$ cat config.mk
export PLATFORM = sky130hd
export DESIGN_NAME = bpj_core
export DESIGN_NICKNAME = d
export VERILOG_FILES = /design/src/rtl/bpj_pkg.sv /design/src/rtl/bpj_core.sv
export VERILOG_INCLUDE_DIRS = /design/src /design/src/rtl
export SDC_FILE = /design/constraint.sdc
export NUM_CORES = 1
export LEC_CHECK = 0
export ABC_AREA = 0
export BUFFER_PORTS_ARGS = -buffer_cell sky130_fd_sc_hd__buf_4
export CORE_MARGIN = 1
export CORE_UTILIZATION = 65
export DETAILED_ROUTE_END_ITERATION = 10
export PLACE_DENSITY = 0.84
export SKIP_CTS_REPAIR_TIMING = 1
export SLEW_MARGIN = 30
export SYNTH_ARGS = -nofsm -noshare
export SYNTH_HDL_FRONTEND = slang
export SYNTH_SLANG_ARGS = --single-unit
$ cat constraint.sdc
create_clock -name CORE_CLK_I -period 12.8 [get_ports CORE_CLK_I]
set_input_delay 2.56 -clock CORE_CLK_I [delete_from_list [all_inputs] [get_ports CORE_CLK_I]]
set_output_delay 2.56 -clock CORE_CLK_I [all_outputs]
set_load 0.05 [all_outputs]
$ cat src/rtl/bpj_defines.svh
// Overview of operation
// - external data move takes 2 machine cycles; 8- or 16-bit address
// - accumulator is sole source or destination of external data
// - external read/write strobes idle except during an external data move
// - code constant reads only read program memory, via program strobe
// - pair-based code read fetches byte at accumulator plus pair, 2 cycles
// - counter-based code read adds accumulator to next-instruction address
// - bit addresses 00h-7fh hit lower RAM bits, 80h-ffh hit SFR space
// - every bit operand is a direct bit address carried in the instruction
// - each port line is individually bit-addressable as a one-bit port
// - carry is the Boolean accumulator and also has its own bit address
// - all status flag bits are bit-addressable and testable by bit jumps
// - AND/OR of carry with bit or inverted bit; no exclusive-OR
// - moving carry to a port bit sets its latch to carry; line driven low only for carry 0
// - carry-set, bit-set, test-clear jump on one; clear jumps on zero
// - test-clear jump on a set bit both branches and clears the bit
// - relative branch adds signed offset to next address, only when taken
// - short relative jump is two bytes: opcode then offset
// - long absolute jump is three bytes with a 16-bit destination
// - page jump replaces low 11 address bits, keeps high 5 bits
// - indirect jump loads program counter with pair plus accumulator
// - one machine cycle spans 12 oscillator periods
// - no program fetch in the second cycle of an external data move
`ifndef BPJ_DEFINES_SVH
`define BPJ_DEFINES_SVH

`define BPJ_OSC_PER_MC 12
`define BPJ_PH_END     3'h5
`define BPJ_STB_ON     3'h1
`define BPJ_STB_OFF    3'h4
`define BPJ_RST_PC     16'h0000
`define BPJ_RST_PORT   8'hff
`define BPJ_XA_PAGE    8'h00
`define BPJ_SFR_PORT   5'h12
`define BPJ_SFR_FLAGS  5'h1a
`define BPJ_SFR_ACC    5'h1c
`define BPJ_CY_POS     3'h7
`define BPJ_PAR_POS    3'h0

`define BPJ_OP_XRD_PAIR 8'he0
`define BPJ_OP_XRD_R0   8'he2
`define BPJ_OP_XRD_R1   8'he3
`define BPJ_OP_XWR_PAIR 8'hf0
`define BPJ_OP_XWR_R0   8'hf2
`define BPJ_OP_XWR_R1   8'hf3
`define BPJ_OP_CODE_PR  8'h93
`define BPJ_OP_CODE_PC  8'h83
`define BPJ_OP_AND_C    8'h82
`define BPJ_OP_AND_NC   8'hb0
`define BPJ_OP_OR_C     8'h72
`define BPJ_OP_OR_NC    8'ha0
`define BPJ_OP_BIT_TO_C 8'ha2
`define BPJ_OP_C_TO_BIT 8'h92
`define BPJ_OP_CLR_C    8'hc3
`define BPJ_OP_CLR_BIT  8'hc2
`define BPJ_OP_SET_C    8'hd3
`define BPJ_OP_SET_BIT  8'hd2
`define BPJ_OP_INV_C    8'hb3
`define BPJ_OP_INV_BIT  8'hb2
`define BPJ_OP_JMP_CY   8'h40
`define BPJ_OP_JMP_NCY  8'h50
`define BPJ_OP_JMP_BIT  8'h20
`define BPJ_OP_JMP_NBIT 8'h30
`define BPJ_OP_JMP_TCLR 8'h10
`define BPJ_OP_JMP_REL  8'h80
`define BPJ_OP_JMP_LONG 8'h02
`define BPJ_OP_JMP_IND  8'h73
`define BPJ_PAGE_LOW    5'h01
`define BPJ_OP_LD_ACC   8'h74
`define BPJ_OP_LD_PAIR  8'h90
`define BPJ_OP_LD_R0    8'h78
`define BPJ_OP_LD_R1    8'h79

`endif

$ cat src/rtl/bpj_pkg.sv
package bpj_pkg;

  // half-machine-cycle bus slots of one instruction
  typedef enum logic [1:0] {
    SL_OP   = 2'b00,
    SL_B2   = 2'b01,
    SL_B3   = 2'b10,
    SL_LAST = 2'b11
  } bpj_slot_e;

  // what the bus does in a slot
  typedef enum logic [1:0] {
    ACT_FETCH = 2'b00,
    ACT_DUMMY = 2'b01,
    ACT_CODE  = 2'b10,
    ACT_XDATA = 2'b11
  } bpj_act_e;

  typedef struct packed {
    bpj_slot_e    slot;
    logic [2:0]   ph;
    logic [4:0]   ic;
    logic [15:0]  pc;
    logic [7:0]   op;
    logic [7:0]   b2;
    logic [7:0]   b3;
    logic [7:0]   cb;
    logic [7:0]   acc;
    logic         cy;
    logic [6:1]   fl;
    logic [15:0]  dpair;
    logic [7:0]   r0;
    logic [7:0]   r1;
    logic [127:0] bram;
    logic [7:0]   p1;
    logic [15:0]  pa;
    logic         prd_n;
    logic [15:0]  xa;
    logic [7:0]   xw;
    logic         xrd_n;
    logic         xwr_n;
    logic [7:0]   pd1;
    logic [7:0]   pd2;
    logic [7:0]   xd1;
    logic [7:0]   xd2;
    logic [7:0]   pi1;
    logic [7:0]   pi2;
  } bpj_state_s;

endpackage

$ cat src/rtl/bpj_core.sv
`timescale 1ns/1ns
`include "bpj_defines.svh"

module bpj_core
  import bpj_pkg::*;
#(
  parameter int BIT_RAM_N = 128
) (
  input  wire logic        CORE_CLK_I,
  input  wire logic        RST_B_I,
  output logic [15:0]      PROG_ADDR_O,
  output logic             PROG_READ_STROBE_N_O,
  input  wire logic [7:0]  PROG_DATA_I,
  output logic [15:0]      XDATA_ADDR_O,
  output logic [7:0]       XDATA_WDATA_O,
  input  wire logic [7:0]  XDATA_RDATA_I,
  output logic             XDATA_RD_N_O,
  output logic             XDATA_WR_N_O,
  output logic [7:0]       PORT_O,
  output logic [7:0]       PORT_OE_O,
  input  wire logic [7:0]  PORT_I,
  output logic [7:0]       ACC_O,
  output logic             CARRY_O
);

  if (BIT_RAM_N != 128) begin : g_chk
    $error("bit RAM must hold exactly 128 bits");
  end

  bpj_state_s s_q;
  bpj_state_s s_d;

  function automatic logic is_xd(input logic [7:0] o);
    return (o == `BPJ_OP_XRD_PAIR) || (o == `BPJ_OP_XRD_R0) ||
           (o == `BPJ_OP_XRD_R1) || (o == `BPJ_OP_XWR_PAIR) ||
           (o == `BPJ_OP_XWR_R0) || (o == `BPJ_OP_XWR_R1);
  endfunction

  function automatic logic is_cr(input logic [7:0] o);
    return (o == `BPJ_OP_CODE_PR) || (o == `BPJ_OP_CODE_PC);
  endfunction

  // instruction length in bytes
  function automatic logic [1:0] op_bytes(input logic [7:0] o);
    logic [1:0] n;
    n = 2'h1;
    case (o)
      `BPJ_OP_JMP_REL, `BPJ_OP_AND_C, `BPJ_OP_AND_NC, `BPJ_OP_OR_C,
      `BPJ_OP_OR_NC, `BPJ_OP_BIT_TO_C, `BPJ_OP_C_TO_BIT,
      `BPJ_OP_CLR_BIT, `BPJ_OP_SET_BIT, `BPJ_OP_INV_BIT,
      `BPJ_OP_JMP_CY, `BPJ_OP_JMP_NCY, `BPJ_OP_LD_ACC,
      `BPJ_OP_LD_R0, `BPJ_OP_LD_R1: n = 2'h2;
      `BPJ_OP_JMP_LONG, `BPJ_OP_LD_PAIR, `BPJ_OP_JMP_BIT,
      `BPJ_OP_JMP_NBIT, `BPJ_OP_JMP_TCLR: n = 2'h3;
      default: n = 2'h1;
    endcase
    if (o[4:0] == `BPJ_PAGE_LOW) n = 2'h2;
    return n;
  endfunction

  // two machine cycles or one
  function automatic logic two_mc(input logic [7:0] o);
    logic t;
    t = is_xd(o) || is_cr(o);
    case (o)
      `BPJ_OP_AND_C, `BPJ_OP_AND_NC, `BPJ_OP_OR_C, `BPJ_OP_OR_NC,
      `BPJ_OP_C_TO_BIT, `BPJ_OP_JMP_CY, `BPJ_OP_JMP_NCY,
      `BPJ_OP_JMP_BIT, `BPJ_OP_JMP_NBIT, `BPJ_OP_JMP_TCLR,
      `BPJ_OP_JMP_REL, `BPJ_OP_JMP_LONG, `BPJ_OP_JMP_IND,
      `BPJ_OP_LD_PAIR: t = 1'b1;
      default: t = t;
    endcase
    if (o[4:0] == `BPJ_PAGE_LOW) t = 1'b1;
    return t;
  endfunction

  function automatic bpj_slot_e last_slot(input logic [7:0] o);
    return two_mc(o) ? SL_LAST : SL_B2;
  endfunction

  // bus use of each slot; opcode slot always fetches
  function automatic bpj_act_e slot_act(input bpj_slot_e sl,
                                        input logic [7:0] o);
    bpj_act_e a;
    a = ACT_DUMMY;
    unique case (sl)
      SL_OP:   a = ACT_FETCH;
      SL_B2:   a = (op_bytes(o) > 2'h1) ? ACT_FETCH : ACT_DUMMY;
      SL_B3:   a = is_xd(o) ? ACT_XDATA : is_cr(o) ? ACT_CODE :
                   (op_bytes(o) == 2'h3) ? ACT_FETCH : ACT_DUMMY;
      SL_LAST: a = is_xd(o) ? ACT_XDATA : ACT_DUMMY;
    endcase
    return a;
  endfunction

  // bit space split on address bit 7
  function automatic logic bit_rd(input bpj_state_s s,
                                  input logic [7:0] a,
                                  input logic rmw);
    logic [7:0] by;
    by = 8'h00;
    if (!a[7]) return s.bram[a[6:0]];
    case (a[7:3])
      // port read: pin, or latch for read-modify-write
      `BPJ_SFR_PORT:  by = rmw ? s.p1 : s.pi2;
      // every flag bit, parity from accumulator
      `BPJ_SFR_FLAGS: by = {s.cy, s.fl, ^s.acc};
      `BPJ_SFR_ACC:   by = s.acc;
      default:        by = 8'h00;
    endcase
    return by[a[2:0]];
  endfunction

  function automatic logic [15:0] sext(input logic [7:0] r);
    return {{8{r[7]}}, r};
  endfunction

  bpj_act_e  act;
  bpj_act_e  nact;
  logic      commit;
  logic      bv;
  logic      wr;
  logic      wv;
  logic      tk;
  logic      win;
  logic [7:0] ba;

  // current slot use and end-of-instruction strike
  assign act    = slot_act(s_q.slot, s_q.op);
  assign commit = (s_q.ph == `BPJ_PH_END) &&
                  (s_q.slot == last_slot(s_q.op));

  // sequencer, fetch capture, execution and bus outputs
  always_comb begin
    s_d = s_q;
    bv  = 1'b0;
    wr  = 1'b0;
    wv  = 1'b0;
    tk  = 1'b0;
    win = 1'b0;
    ba  = 8'h00;
    nact = ACT_DUMMY;
    // pins pass two flops before use
    s_d.pd1 = PROG_DATA_I;
    s_d.pd2 = s_q.pd1;
    s_d.xd1 = XDATA_RDATA_I;
    s_d.xd2 = s_q.xd1;
    s_d.pi1 = PORT_I;
    s_d.pi2 = s_q.pi1;
    s_d.ic  = s_q.ic + 5'h01;
    s_d.ph  = s_q.ph + 3'h1;
    if (s_q.ph == `BPJ_PH_END) begin
      // six phases per slot, two slots per machine cycle
      s_d.ph = 3'h0;
      if (act == ACT_FETCH) begin
        s_d.pc = s_q.pc + 16'h0001;
        unique case (s_q.slot)
          SL_OP:   s_d.op = s_q.pd2;
          SL_B2:   s_d.b2 = s_q.pd2;
          SL_B3:   s_d.b3 = s_q.pd2;
          SL_LAST: s_d.b3 = s_q.pd2;
        endcase
      end
      if (act == ACT_CODE) begin
        s_d.cb = s_q.pd2;
      end
      s_d.slot = bpj_slot_e'(s_q.slot + 2'h1);
    end
    if (commit) begin
      s_d.slot = SL_OP;
      s_d.ic   = 5'h00;
      // bit operand always the direct byte b2
      ba = s_d.b2;
      bv = bit_rd(s_q, ba, (s_d.op == `BPJ_OP_INV_BIT) ||
                           (s_d.op == `BPJ_OP_JMP_TCLR));
      case (s_d.op)
        `BPJ_OP_LD_ACC:  s_d.acc = s_d.b2;
        `BPJ_OP_LD_PAIR: s_d.dpair = {s_d.b2, s_d.b3};
        `BPJ_OP_LD_R0:   s_d.r0 = s_d.b2;
        `BPJ_OP_LD_R1:   s_d.r1 = s_d.b2;
        // read data lands only in accumulator
        `BPJ_OP_XRD_PAIR, `BPJ_OP_XRD_R0, `BPJ_OP_XRD_R1:
          s_d.acc = s_q.xd2;
        `BPJ_OP_CODE_PR, `BPJ_OP_CODE_PC: s_d.acc = s_q.cb;
        // and/or with bit or its inverse
        `BPJ_OP_AND_C:   s_d.cy = s_q.cy & bv;
        `BPJ_OP_AND_NC:  s_d.cy = s_q.cy & ~bv;
        `BPJ_OP_OR_C:    s_d.cy = s_q.cy | bv;
        `BPJ_OP_OR_NC:   s_d.cy = s_q.cy | ~bv;
        `BPJ_OP_BIT_TO_C: s_d.cy = bv;
        `BPJ_OP_CLR_C:   s_d.cy = 1'b0;
        `BPJ_OP_SET_C:   s_d.cy = 1'b1;
        `BPJ_OP_INV_C:   s_d.cy = ~s_q.cy;
        `BPJ_OP_C_TO_BIT: begin
          wr = 1'b1;
          wv = s_q.cy;
        end
        `BPJ_OP_CLR_BIT: wr = 1'b1;
        `BPJ_OP_SET_BIT: begin
          wr = 1'b1;
          wv = 1'b1;
        end
        `BPJ_OP_INV_BIT: begin
          wr = 1'b1;
          wv = ~bv;
        end
        // jump senses on carry and bit
        `BPJ_OP_JMP_CY:   tk = s_q.cy;
        `BPJ_OP_JMP_NCY:  tk = ~s_q.cy;
        `BPJ_OP_JMP_BIT:  tk = bv;
        `BPJ_OP_JMP_NBIT: tk = ~bv;
        `BPJ_OP_JMP_TCLR: begin
          tk = bv;
          wr = bv;
        end
        `BPJ_OP_JMP_REL:  tk = 1'b1;
        `BPJ_OP_JMP_LONG: s_d.pc = {s_d.b2, s_d.b3};
        `BPJ_OP_JMP_IND:  s_d.pc = s_q.dpair + {8'h00, s_q.acc};
        default: begin
          // page jump keeps high 5 bits
          if (s_d.op[4:0] == `BPJ_PAGE_LOW) begin
            s_d.pc = {s_d.pc[15:11], s_d.op[7:5], s_d.b2};
          end
        end
      endcase
      // signed offset from next address, only if taken
      if (tk) begin
        // untaken jump leaves pc at next instruction
        s_d.pc = s_d.pc + sext((op_bytes(s_d.op) == 2'h3) ?
                               s_d.b3 : s_d.b2);
      end
      if (wr) begin
        if (!ba[7]) begin
          s_d.bram[ba[6:0]] = wv;
        end else begin
          case (ba[7:3])
            // single port line as its own port
            `BPJ_SFR_PORT: s_d.p1[ba[2:0]] = wv;
            `BPJ_SFR_FLAGS: begin
              // carry through its own bit address
              if (ba[2:0] == `BPJ_CY_POS) s_d.cy = wv;
              else if (ba[2:0] != `BPJ_PAR_POS) s_d.fl[ba[2:0]] = wv;
            end
            `BPJ_SFR_ACC: s_d.acc[ba[2:0]] = wv;
            default: s_d.acc = s_d.acc;
          endcase
        end
      end
    end
    // bus outputs prepared one cycle ahead so they leave flops
    nact = slot_act(s_d.slot, s_d.op);
    if (s_d.ph == 3'h0) begin
      s_d.pa = s_d.pc;
      // pc already points past this opcode
      if (nact == ACT_CODE) begin
        s_d.pa = ((s_d.op == `BPJ_OP_CODE_PR) ? s_d.dpair : s_d.pc) +
                 {8'h00, s_d.acc};
      end
      if (nact == ACT_XDATA && s_d.slot == SL_B3) begin
        // 8-bit pointer or 16-bit pair address
        s_d.xa = s_d.op[1] ?
                 {`BPJ_XA_PAGE, s_d.op[0] ? s_d.r1 : s_d.r0} : s_d.dpair;
        s_d.xw = s_d.acc;
      end
    end
    // code reads use the program strobe, never a write
    s_d.prd_n = !((nact != ACT_XDATA) && (s_d.ph >= `BPJ_STB_ON) &&
                  (s_d.ph <= `BPJ_STB_OFF));
    // strobe spans both slots; data sampled before release
    win = (nact == ACT_XDATA) &&
          ((s_d.slot == SL_B3 && s_d.ph >= `BPJ_STB_ON) ||
           (s_d.slot == SL_LAST && s_d.ph <= `BPJ_STB_OFF));
    // data strobes only inside an external move
    s_d.xrd_n = !(win && !s_d.op[4]);
    s_d.xwr_n = !(win && s_d.op[4]);
  end

  // single state register
  always_ff @(posedge CORE_CLK_I or negedge RST_B_I) begin
    if (!RST_B_I) begin
      s_q       <= '0;
      s_q.pc    <= `BPJ_RST_PC;
      s_q.pa    <= `BPJ_RST_PC;
      s_q.p1    <= `BPJ_RST_PORT;
      s_q.prd_n <= 1'b1;
      s_q.xrd_n <= 1'b1;
      s_q.xwr_n <= 1'b1;
    end else begin
      s_q <= s_d;
    end
  end

  // every pin comes straight off a state flop, except PORT_OE_O, which is the inverted port latch
  assign PROG_ADDR_O          = s_q.pa;
  assign PROG_READ_STROBE_N_O = s_q.prd_n;
  assign XDATA_ADDR_O         = s_q.xa;
  assign XDATA_WDATA_O        = s_q.xw;
  assign XDATA_RD_N_O         = s_q.xrd_n;
  assign XDATA_WR_N_O         = s_q.xwr_n;
  assign PORT_O               = s_q.p1;
  assign PORT_OE_O            = ~s_q.p1;  // open drain: drive lows only
  assign ACC_O                = s_q.acc;
  assign CARRY_O              = s_q.cy;
endmodule // bpj_core

* Yosys cells after proc, flatten, opt, wreduce, memory -nomap -nowiden
Cells that the tools add are included.
** Operators by class
- Add/subtract/negate cells :: 7
- Magnitude comparators :: 8
- Eq/ne operators :: 82
- Multiplexer cells :: 88
- Bitwise logic cells :: 9
- Reductions and logical operators :: 52
** Operators by type and width (number)
- $eq A8 B8 Y1 const B :: 39
- $mux W183 :: 1
- $mux W136 :: 1
- $bwmux W128 :: 1
- $mux W128 :: 1
- $mux W8 :: 15
- $eq A8 B7 Y1 const B :: 14
- $mux W16 :: 6
- $mux W48 :: 1
- $pmux W16 S3 :: 1
- $pmux W8 S3 :: 2
- $mux W40 :: 1
- $add A16 B8 Y16 :: 2
- $eq A8 B6 Y1 const B :: 4
- $mux W2 :: 16
- $mux W15 :: 2
- $reduce_or A15 Y1 :: 2
- $reduce_or A27 Y1 :: 1
- $mux W21 :: 1
- $eq A2 B2 Y1 const B :: 10
- $mux W1 :: 19
- $add A16 B1 Y16 const B :: 1
- $add A16 B16 Y16 :: 1
- $bwmux W8 :: 2
- 52 further kinds :: 102
** Storage, ports and cells
- Register bits :: 332
- Output and inout port bits :: 68

* Logic depth before layout (Yosys ltp)
Gate-level depths: netlist of the first run.
- Depth after elaboration :: 36
- Gate-level depth with buffers :: 38

* Worst setup path before layout of the first run
OpenSTA, ideal clock, no wires.
- Kind :: reg2reg
- From :: register s_q[301] (netlist bit)
- To :: register s_q, in the netlist PROG_ADDR_O[15]
- Library setup time :: 0.094 ns
- Arrival :: 7.772 ns
- Data required time :: 12.706 ns
- Setup slack :: 4.934 ns
- Stages on the path, launching flop included :: 37
- Buffers on the path :: 4
- Cells stage by stage :: dfrtp_1 buf_2 or3_4 a211o_1 o31a_1 buf_2 mux2_2 nand3_2 inv_4 buf_2 mux2_2 a221oi_2 a41oi_1 a211o_1 a2111o_1 a21boi_1 o32ai_1 a22oi_1 or2_2 clkbuf_1 or3_1 a21oi_1 o31ai_1 ha_1 a21o_1 a21o_1 a21o_1 a21oi_1 o21bai_1 a21oi_1 inv_1 a21oi_1 a21oi_1 o21ai_1 nor4_2 mux2_2 a211oi_1
** RTL lines
- from (decl) :: RTL line bpj_core.sv:30 : bpj_state_s s_q;

==> results of run 1 <==
-- logic make-up (layout without fill, tap and decap cells) --
group | after synthesis | in the layout | share of synthesized area
AOI/OAI and AO/OA | 664 | 664 | 0.221
buffers and inverters | 274 | 287 | 0.0651
xor gates and xnor gates | 61 | 61 | 0.0271
adders and majority gates | 39 | 39 | 0.0259
DFF | 327 | 327 | 0.415
muxes | 150 | 150 | 0.0808
and+or+nand+nor | 684 | 684 | 0.165
-- through the flow --
step | utilization | total power, mW | setup WS [ps]
after global placement | 0.684 | 2.62 | 3300
after global routing | 0.727 | 3.91 | 2240
final | 0.727 | 3.75 | 2850
after detailed placement | 0.684 | 2.64 | 3150
after floorplan | - | 2.23 | 4930
after CTS | 0.725 | 3.69 | 3050
-- synth_stat cells, drive strengths merged (13+ instances only) --
cell type	instances
a21oi	99
inv	76
nand2	256
a31oi	14
nand2b	16
or3	19
a211oi	24
xor2	13
mux2	72
a22oi	15
a221oi	14
o211ai	15
nor2b	17
dfrtp	316
nor4	23
xnor2	48
and3	14
o31ai	115
buf	98
o22ai	13
nand4	18
o21ai	224
clkbuf	99
nand3	59
ha	36
nor2	146
mux2i	78
nor3	60
a21o	16
-- layer usage --
| layer | GRT usage | routed length (microns) | vias to the layer above | share of wire |
|---|---|---|---|---|
| li1 | - | - | 7961 | - |
| met1 | 0.552 | 24800 | 8785 | 0.37 |
| met2 | 0.678 | 30200 | 1235 | 0.45 |
| met3 | 0.0965 | 7150 | 320 | 0.11 |
| met4 | 0.291 | 4870 | 0 | 0.073 |
| met5 | 0 | 0 | - | 0 |
-- path summary, 6_finish.rpt --
path	startpoint	endpoint	slack (ps)	cells past startpoint
min in group asynchronous	RST_B_I	s_q[239]	2100	1
max in group asynchronous	RST_B_I	s_d[16]	8860	3
max reg2reg	s_q[330]	PROG_ADDR_O[15]	2850	34
max	s_q[330]	PROG_ADDR_O[15]	2850	34
min reg2reg	s_d[32]	s_q[32]	350	0
min	s_d[32]	s_q[32]	350	0
-- final cells by class --
class                   count  area (sq um)
inverters                  77           292
well taps                 390           488
repair buffers            146          1120
flip-flops and latches    327          8200
clock buffers              54          1110
multi-input cells        1598         10400
fillers                  2237          8150
clock inverters            10          87.6
-- power by group --
| group | leakage [nW] | internal (mW) | switching, mW |
|---|---|---|---|
| sequential | 4.29 | 1.12 | 0.122 |
| combinational | 4.60 | 0.465 | 0.976 |
| clock | 0.589 | 0.623 | 0.438 |
| total | 9.49 | 2.21 | 1.54 |
==> results.tsv, run 1 <==
stage	metric	value	unit
routing	DR pass1 iterations	7	
setup_path	crit start category	flip-flop	
die	Die Area	31100	sq um
power_and_ir_drop	P per Cell Area	173	nW/um^2
synth	Synth top area share	0.401	
setup_path	crit path DAT	10390	ps
sta	min Tclk post-route	9950	ps
clock_network	maximum clock path buffer count	3	
sta	Fin Hold WS	346	ps
global_route	total track usage	0.438	
synth	syn_area_per_cell	8.98	sq um
clock_network	Root Driver	clkbuf_16	
die	top-level port count	94	
clock_network	Reg clk slew, reported paths	70	ps
power_and_ir_drop	leak pwr	9.49	nW
synth	top post-synthesis cells by area	dfrtp_1 (40%), o21ai_0 (5.5%), nand2_1 (4.9%), o31ai_1 (4.4%), mux2i_1 (4.0%)	
clock_network	CTS buffer count	37	
setup_path	crit path max fanout	47	
die	Die W	176	microns
finish	Final #Nets	2252	
flow_run	Max-cap violations	0	
clock_network	CTS tree	built	
setup_path	kind of critical path	reg2reg	
synth	register bit total from synthesis	327	
sta	final setup fails	0	
setup_path	slowest cell on the critical path	nor2_1	
finish	commonest non-fill, non-tap cell in the layout	dfrtp_1	
synth	EDFF count, synth	0	
global_route	first-pass GRT wire length	103000	microns
global_route	initial antenna violation count	0	
routing	Antenna Violating Nets Remaining	0	
setup_path	Critical Path Max Stage Delay	570	ps
die	initial core utilization	0.663	
setup_path	most numerous cell on the critical path	a21oi_1	
routing	DRT iter0 DRCs	2485	
finish	Final Non-Filler Cells	2602	
finish	area grow syn2layout	9.66	%
die	site row count	63	
synth	Most used DFF post-synth	dfrtp_1	
synth	post-synth top area cell	dfrtp_1	
sta	worst clock skew	21.1	ps
placement	Post-DP HPWL	46000	microns
routing	vias per cell	7.03	
routing	DR vias	18300	
finish	commonest non-fill, non-tap cells in the layout	dfrtp_1 (316), nand2_1 (255), o21ai_0 (214)	
sta	Setup TNS	0	ps
synth	Synth async-reset ratio	1.00	
clock_network	clk_lat worst skew	530	ps
synth	Post-Syn Area	19700	sq um
power_and_ir_drop	VDD IR-drop max	0.0909	mV
setup_path	CP required	13230	ps
sta	relative slew slack	0.322	
global_route	global route overflow	0	
sta	RSZ-0062 raised after global routing	no	
global_route	largest net degree at the start of global routing	113	
die	Die Y	176	microns
routing	DR DRC count	0	
global_route	vias in the first global route	17700	
setup_path	Crit path buffers/inverters	4	
placement	dpl cell area	20400	sq um
die	CORE AREA	29800	sq um
synth	post-synthesis cell count	2199	
setup_path	critical path endpoint category	flip-flop	
sta	Worst-Margin Slew	1020	ps
min_path	Hold Crit Class	reg2reg	
finish	Diodes inserted	0	
routing	Total Wirelength	67000	microns
synth	net count after synthesis	2264	
synth	library cells used by synthesis	96	
placement	Port Buffers	93	
clock_network	CTS sink cnt	327	
finish	share of layout cells above drive strength 1	0.151	
sta	final hold vios	0	
finish	post-route cell area	21700	sq um
placement	placed cells	2537	
status	status	finished, final reports clean	
setup_path	Largest delay share family, worst path	compound AO/OA/AOI/OAI gates	
sta	Max Transition Viols Final	0	
sta	Final period util	0.778	
synth	register area share after synthesis	0.415	
synth	YS warnings	0	
clock_network	H-tree level count	2	
sta	fmax	100	MHz
routing	Avg WL per Cell	25.7	microns
placement	final RePlAce weighted congestion	1.03	
No activity file was read; power rests on OpenSTA's default activity.
==> run 2: changes to the inputs <==
Settings changed: ABC_AREA 0 to 1, CORE_UTILIZATION 65 to 56, PLACE_DENSITY 0.84 to 0.77.
Clock period 12.8 ns to 8.7 ns, I/O delays scaled along.
==> run 2 against run 1 <==
Via count down 4.2%. Cell area shrank 2.5%. Total power rose by 41%. Utilization fell by 9.9 points. Synthesized cell count up 18%. Non-clock buffer count fell by 20.
==> results.tsv, run 2 <==
stage	metric	value	unit	change
status	status	finished, final reports clean		unchanged
finish	commonest non-fill, non-tap cell in the layout	nand2_1		was dfrtp_1
setup_path	worst flop-to-flop path startpoint	s_q[331]		was s_q[330]
routing	vias per cell	5.70		was 7.03
synth	Post-Synth XOR/XNOR Area	0.0182		was 0.0271
global_route	first-pass GRT wire length	92400	microns	was 103,000 microns
synth	Most used DFF post-synth	dfrtp_1		unchanged
die	Die Area	35100	sq um	was 31,100 sq um
power_and_ir_drop	leak pwr	10.4	nW	was 9.49 nW
clock_network	CTS buffer count	37		unchanged
synth	Synth top cells by count	nand2_1 (766), dfrtp_1 (316), nor2_1 (298), inv_1 (197), o21ai_0 (171)		was dfrtp_1 (316), nand2_1 (256), o21ai_0 (215), nor2_1 (144), o31ai_1 (115)
power_and_ir_drop	P per Cell Area	250	nW/um^2	was 173 nW/um^2
setup_path	worst setup path startpoint	s_q[331]		was s_q[330]
sta	worst clock skew	10.8	ps	was 21.1 ps
placement	dpl cell area	19900	sq um	was 20,400 sq um
setup_path	crit path DAT	8290	ps	was 10,390 ps
placement	Port Buffers	93		unchanged
synth	net count after synthesis	2650		was 2,264
synth	top post-synthesis cells by area	dfrtp_1 (41%), nand2_1 (15%), nor2_1 (5.8%), o21ai_0 (4.5%), a21oi_1 (4.4%)		was dfrtp_1 (40%), o21ai_0 (5.5%), nand2_1 (4.9%), o31ai_1 (4.4%), mux2i_1 (4.0%)
sta	final setup fails	0		unchanged
routing	Avg WL per Cell	19.2	microns	was 25.7 microns
setup_path	Critical Path Max Stage Delay	610	ps	was 570 ps
min_path	hold wc startpoint	s_d[3]		was s_d[32]
setup_path	critical path endpoint category	flip-flop		unchanged
setup_path	reg2reg end	PROG_ADDR_O[9]		was PROG_ADDR_O[15]
synth	Synth top area share	0.411		was 0.401
setup_path	slowest cell on the critical path	nand4_1		was nor2_1
clock_network	H-tree level count	2		unchanged
finish	Layout Utilization	0.628		was 0.727
synth	Synth async-reset ratio	1.00		unchanged
setup_path	crit start category	flip-flop		unchanged
synth	most frequent cell after synthesis	nand2_1		was dfrtp_1
flow_run	Max-cap violations	0		unchanged
sta	RSZ-0062 raised after global routing	no		unchanged
placement	final RePlAce weighted congestion	0.988		was 1.03
global_route	initial antenna violation count	0		unchanged
sta	fmax	127	MHz	was 100 MHz
synth	Adder-Cell Fraction of Synth Area	0.0266		was 0.0259
sta	min Tclk post-route	7850	ps	was 9950 ps
setup_path	Worst Setup EP	PROG_ADDR_O[9]		was PROG_ADDR_O[15]
setup_path	CP required	9140	ps	was 13,230 ps
routing	Total Wirelength	59100	microns	was 67,000 microns
sta	Worst-Margin Slew	968	ps	was 1020 ps
sta	Setup TNS	0	ps	unchanged
power_and_ir_drop	total power	5.28	mW	was 3.75 mW
clock_network	maximum clock path buffer count	3		unchanged
global_route	met2 Usage GRT	0.520		was 0.678
finish	Diodes inserted	0		unchanged
clock_network	Root Driver	clkbuf_16		unchanged
synth	largest family of logic cells by synthesized area	simple AND/OR/NAND/NOR gates		was compound AO/OA/AOI/OAI gates
clock_network	CTS sink cnt	327		unchanged
clock_network	Reg clk slew, reported paths	60	ps	was 70 ps
finish	commonest non-fill, non-tap cells in the layout	nand2_1 (766), dfrtp_1 (316), nor2_1 (298)		was dfrtp_1 (316), nand2_1 (255), o21ai_0 (214)
setup_path	kind of critical path	reg2reg		unchanged
die	site row count	67		was 63
global_route	busiest grt layer	met2		unchanged
synth	syn_area_per_cell	7.44	sq um	was 8.98 sq um
placement	Post-DP HPWL	41500	microns	was 46,000 microns
sta	final hold vios	0		unchanged
synth	register bit total from synthesis	327		unchanged
global_route	M1 GR Usage	0.479		was 0.552
routing	DRT iter0 DRCs	1675		was 2,485
power_and_ir_drop	VDD IR-drop max	0.176	mV	was 0.0909 mV
routing	DR vias	17500		was 18,300
synth	register area share after synthesis	0.426		was 0.415
clock_network	CTS tree	built		unchanged
die	top-level port count	94		unchanged
die	CORE AREA	33600	sq um	was 29,800 sq um
global_route	largest net degree at the start of global routing	159		was 113
synth	post-synthesis compound-gate area fraction	0.139		was 0.221
synth	library cells used by synthesis	59		was 96
die	Die W	187	microns	was 176 microns
routing	DR DRC count	0		unchanged
synth	post-synth top area cell	dfrtp_1		unchanged
routing	Antenna Violating Nets Remaining	0		unchanged
synth	YS warnings	0		unchanged
sta	Final period util	0.903		was 0.778
min_path	Hold Crit Class	reg2reg		unchanged
sta	Max Transition Viols Final	0		unchanged
synth	Simple-Gate Fraction of Synth Area	0.297		was 0.165
global_route	vias in the first global route	16500		was 17,700
setup_path	R2R depth	44		was 34
global_route	met3 Resource Use GR	0.0625		was 0.0965
global_route	total track usage	0.339		was 0.438
clock_network	clk_lat worst skew	560	ps	was 530 ps
synth	post-synthesis cell count	2585		was 2,199
finish	Final #Nets	2668		was 2,252
sta	relative slew slack	0.353		was 0.322
routing	DR pass1 iterations	6		was 7
die	initial core utilization	0.572		was 0.663
finish	post-route cell area	21100	sq um	was 21,700 sq um
setup_path	crit path max fanout	60		was 47
setup_path	r2r setup slk	850	ps	was 2850 ps
synth	proportion of synthesized area in mux cells	0.00117		was 0.0808
die	Die Y	187	microns	was 176 microns
global_route	global route overflow	0		unchanged
synth	EDFF count, synth	0		unchanged
synth	Post-Syn Area	19200	sq um	was 19,700 sq um
finish	share of layout cells above drive strength 1	0.143		was 0.151
setup_path	most numerous cell on the critical path	nand2_1		was a21oi_1
finish	area grow syn2layout	9.83	%	was 9.66%
## run 2: cell types whose count changed in the layout (fill, tap and decap cells not counted), sizes merged, moves of 28 or more
cell and delta:
o21ai -28, nor3 -43, o31ai -100, a21oi +70, mux2i -78, mux2 -70, nor2 +252, inv +152
xnor2 -33, nand3 +37, nand2 +524
## run 2: where the power goes
group	total [mW]	internal [mW]	switching [mW]
clock	1.54	0.885	0.651
combinational	1.98	0.539	1.44
sequential	1.76	1.65	0.110
total	5.28	3.07	2.20
## run 2: final cells by class
type	count	area, sq um
Multi-Input combinational cell	1881	9300
Clock buffer	52	1060
Clock inverter	10	103
Inverter	230	872
Tap cell	448	561
Sequential cell	327	8200
Fill cell	3006	12500
Timing Repair Buffer	126	1010
## run 2: logic make-up after synthesis
logic type	after synthesis
and+or+nand+nor	1339
AOI/OAI and AO/OA	461
buffers and inverters	377
DFF	327
xor gates and xnor gates	40
adders and majority gates	39
muxes	2
## run 2: how the worst min path moves through the flow
| stage | to | slack [ps] | cells after the start |
|---|---|---|---|
| floorplan | s_q[0] | 330 | 0 |
| global placement | s_q[23] | 330 | 0 |
| detailed placement | s_q[18] | 330 | 0 |
| CTS | s_q[18] | 350 | 0 |
| global route | s_q[18] | 350 | 0 |
| finish | s_q[3] | 340 | 0 |
## run 2: critical path: cells and delay by family, from the launching register on
family	cells	cell delay (ps)
fa+ha+maj	2	840
buf+inv	8	1160
compound gates	8	1450
flops	1	400
simple gates	26	3780
## run 2: stage by stage
| stage | setup WS, ps | hold slack (ps) | instances |
|---|---|---|---|
| after floorplan | 2570 | 331 | 2585 |
| after global placement | 1070 | 331 | 3010 |
| after detailed placement | 1000 | 335 | 3010 |
| after CTS | 971 | 347 | 3072 |
| after global routing | 78.5 | 351 | 3074 |
| final | 846 | 345 | 3074 |
## run 2: per-layer routing
layer	routed length, microns	up-vias
met3	5050	121
met4	1750	0
met2	26700	771
li1	-	8320
met5	0	-
met1	25600	8316
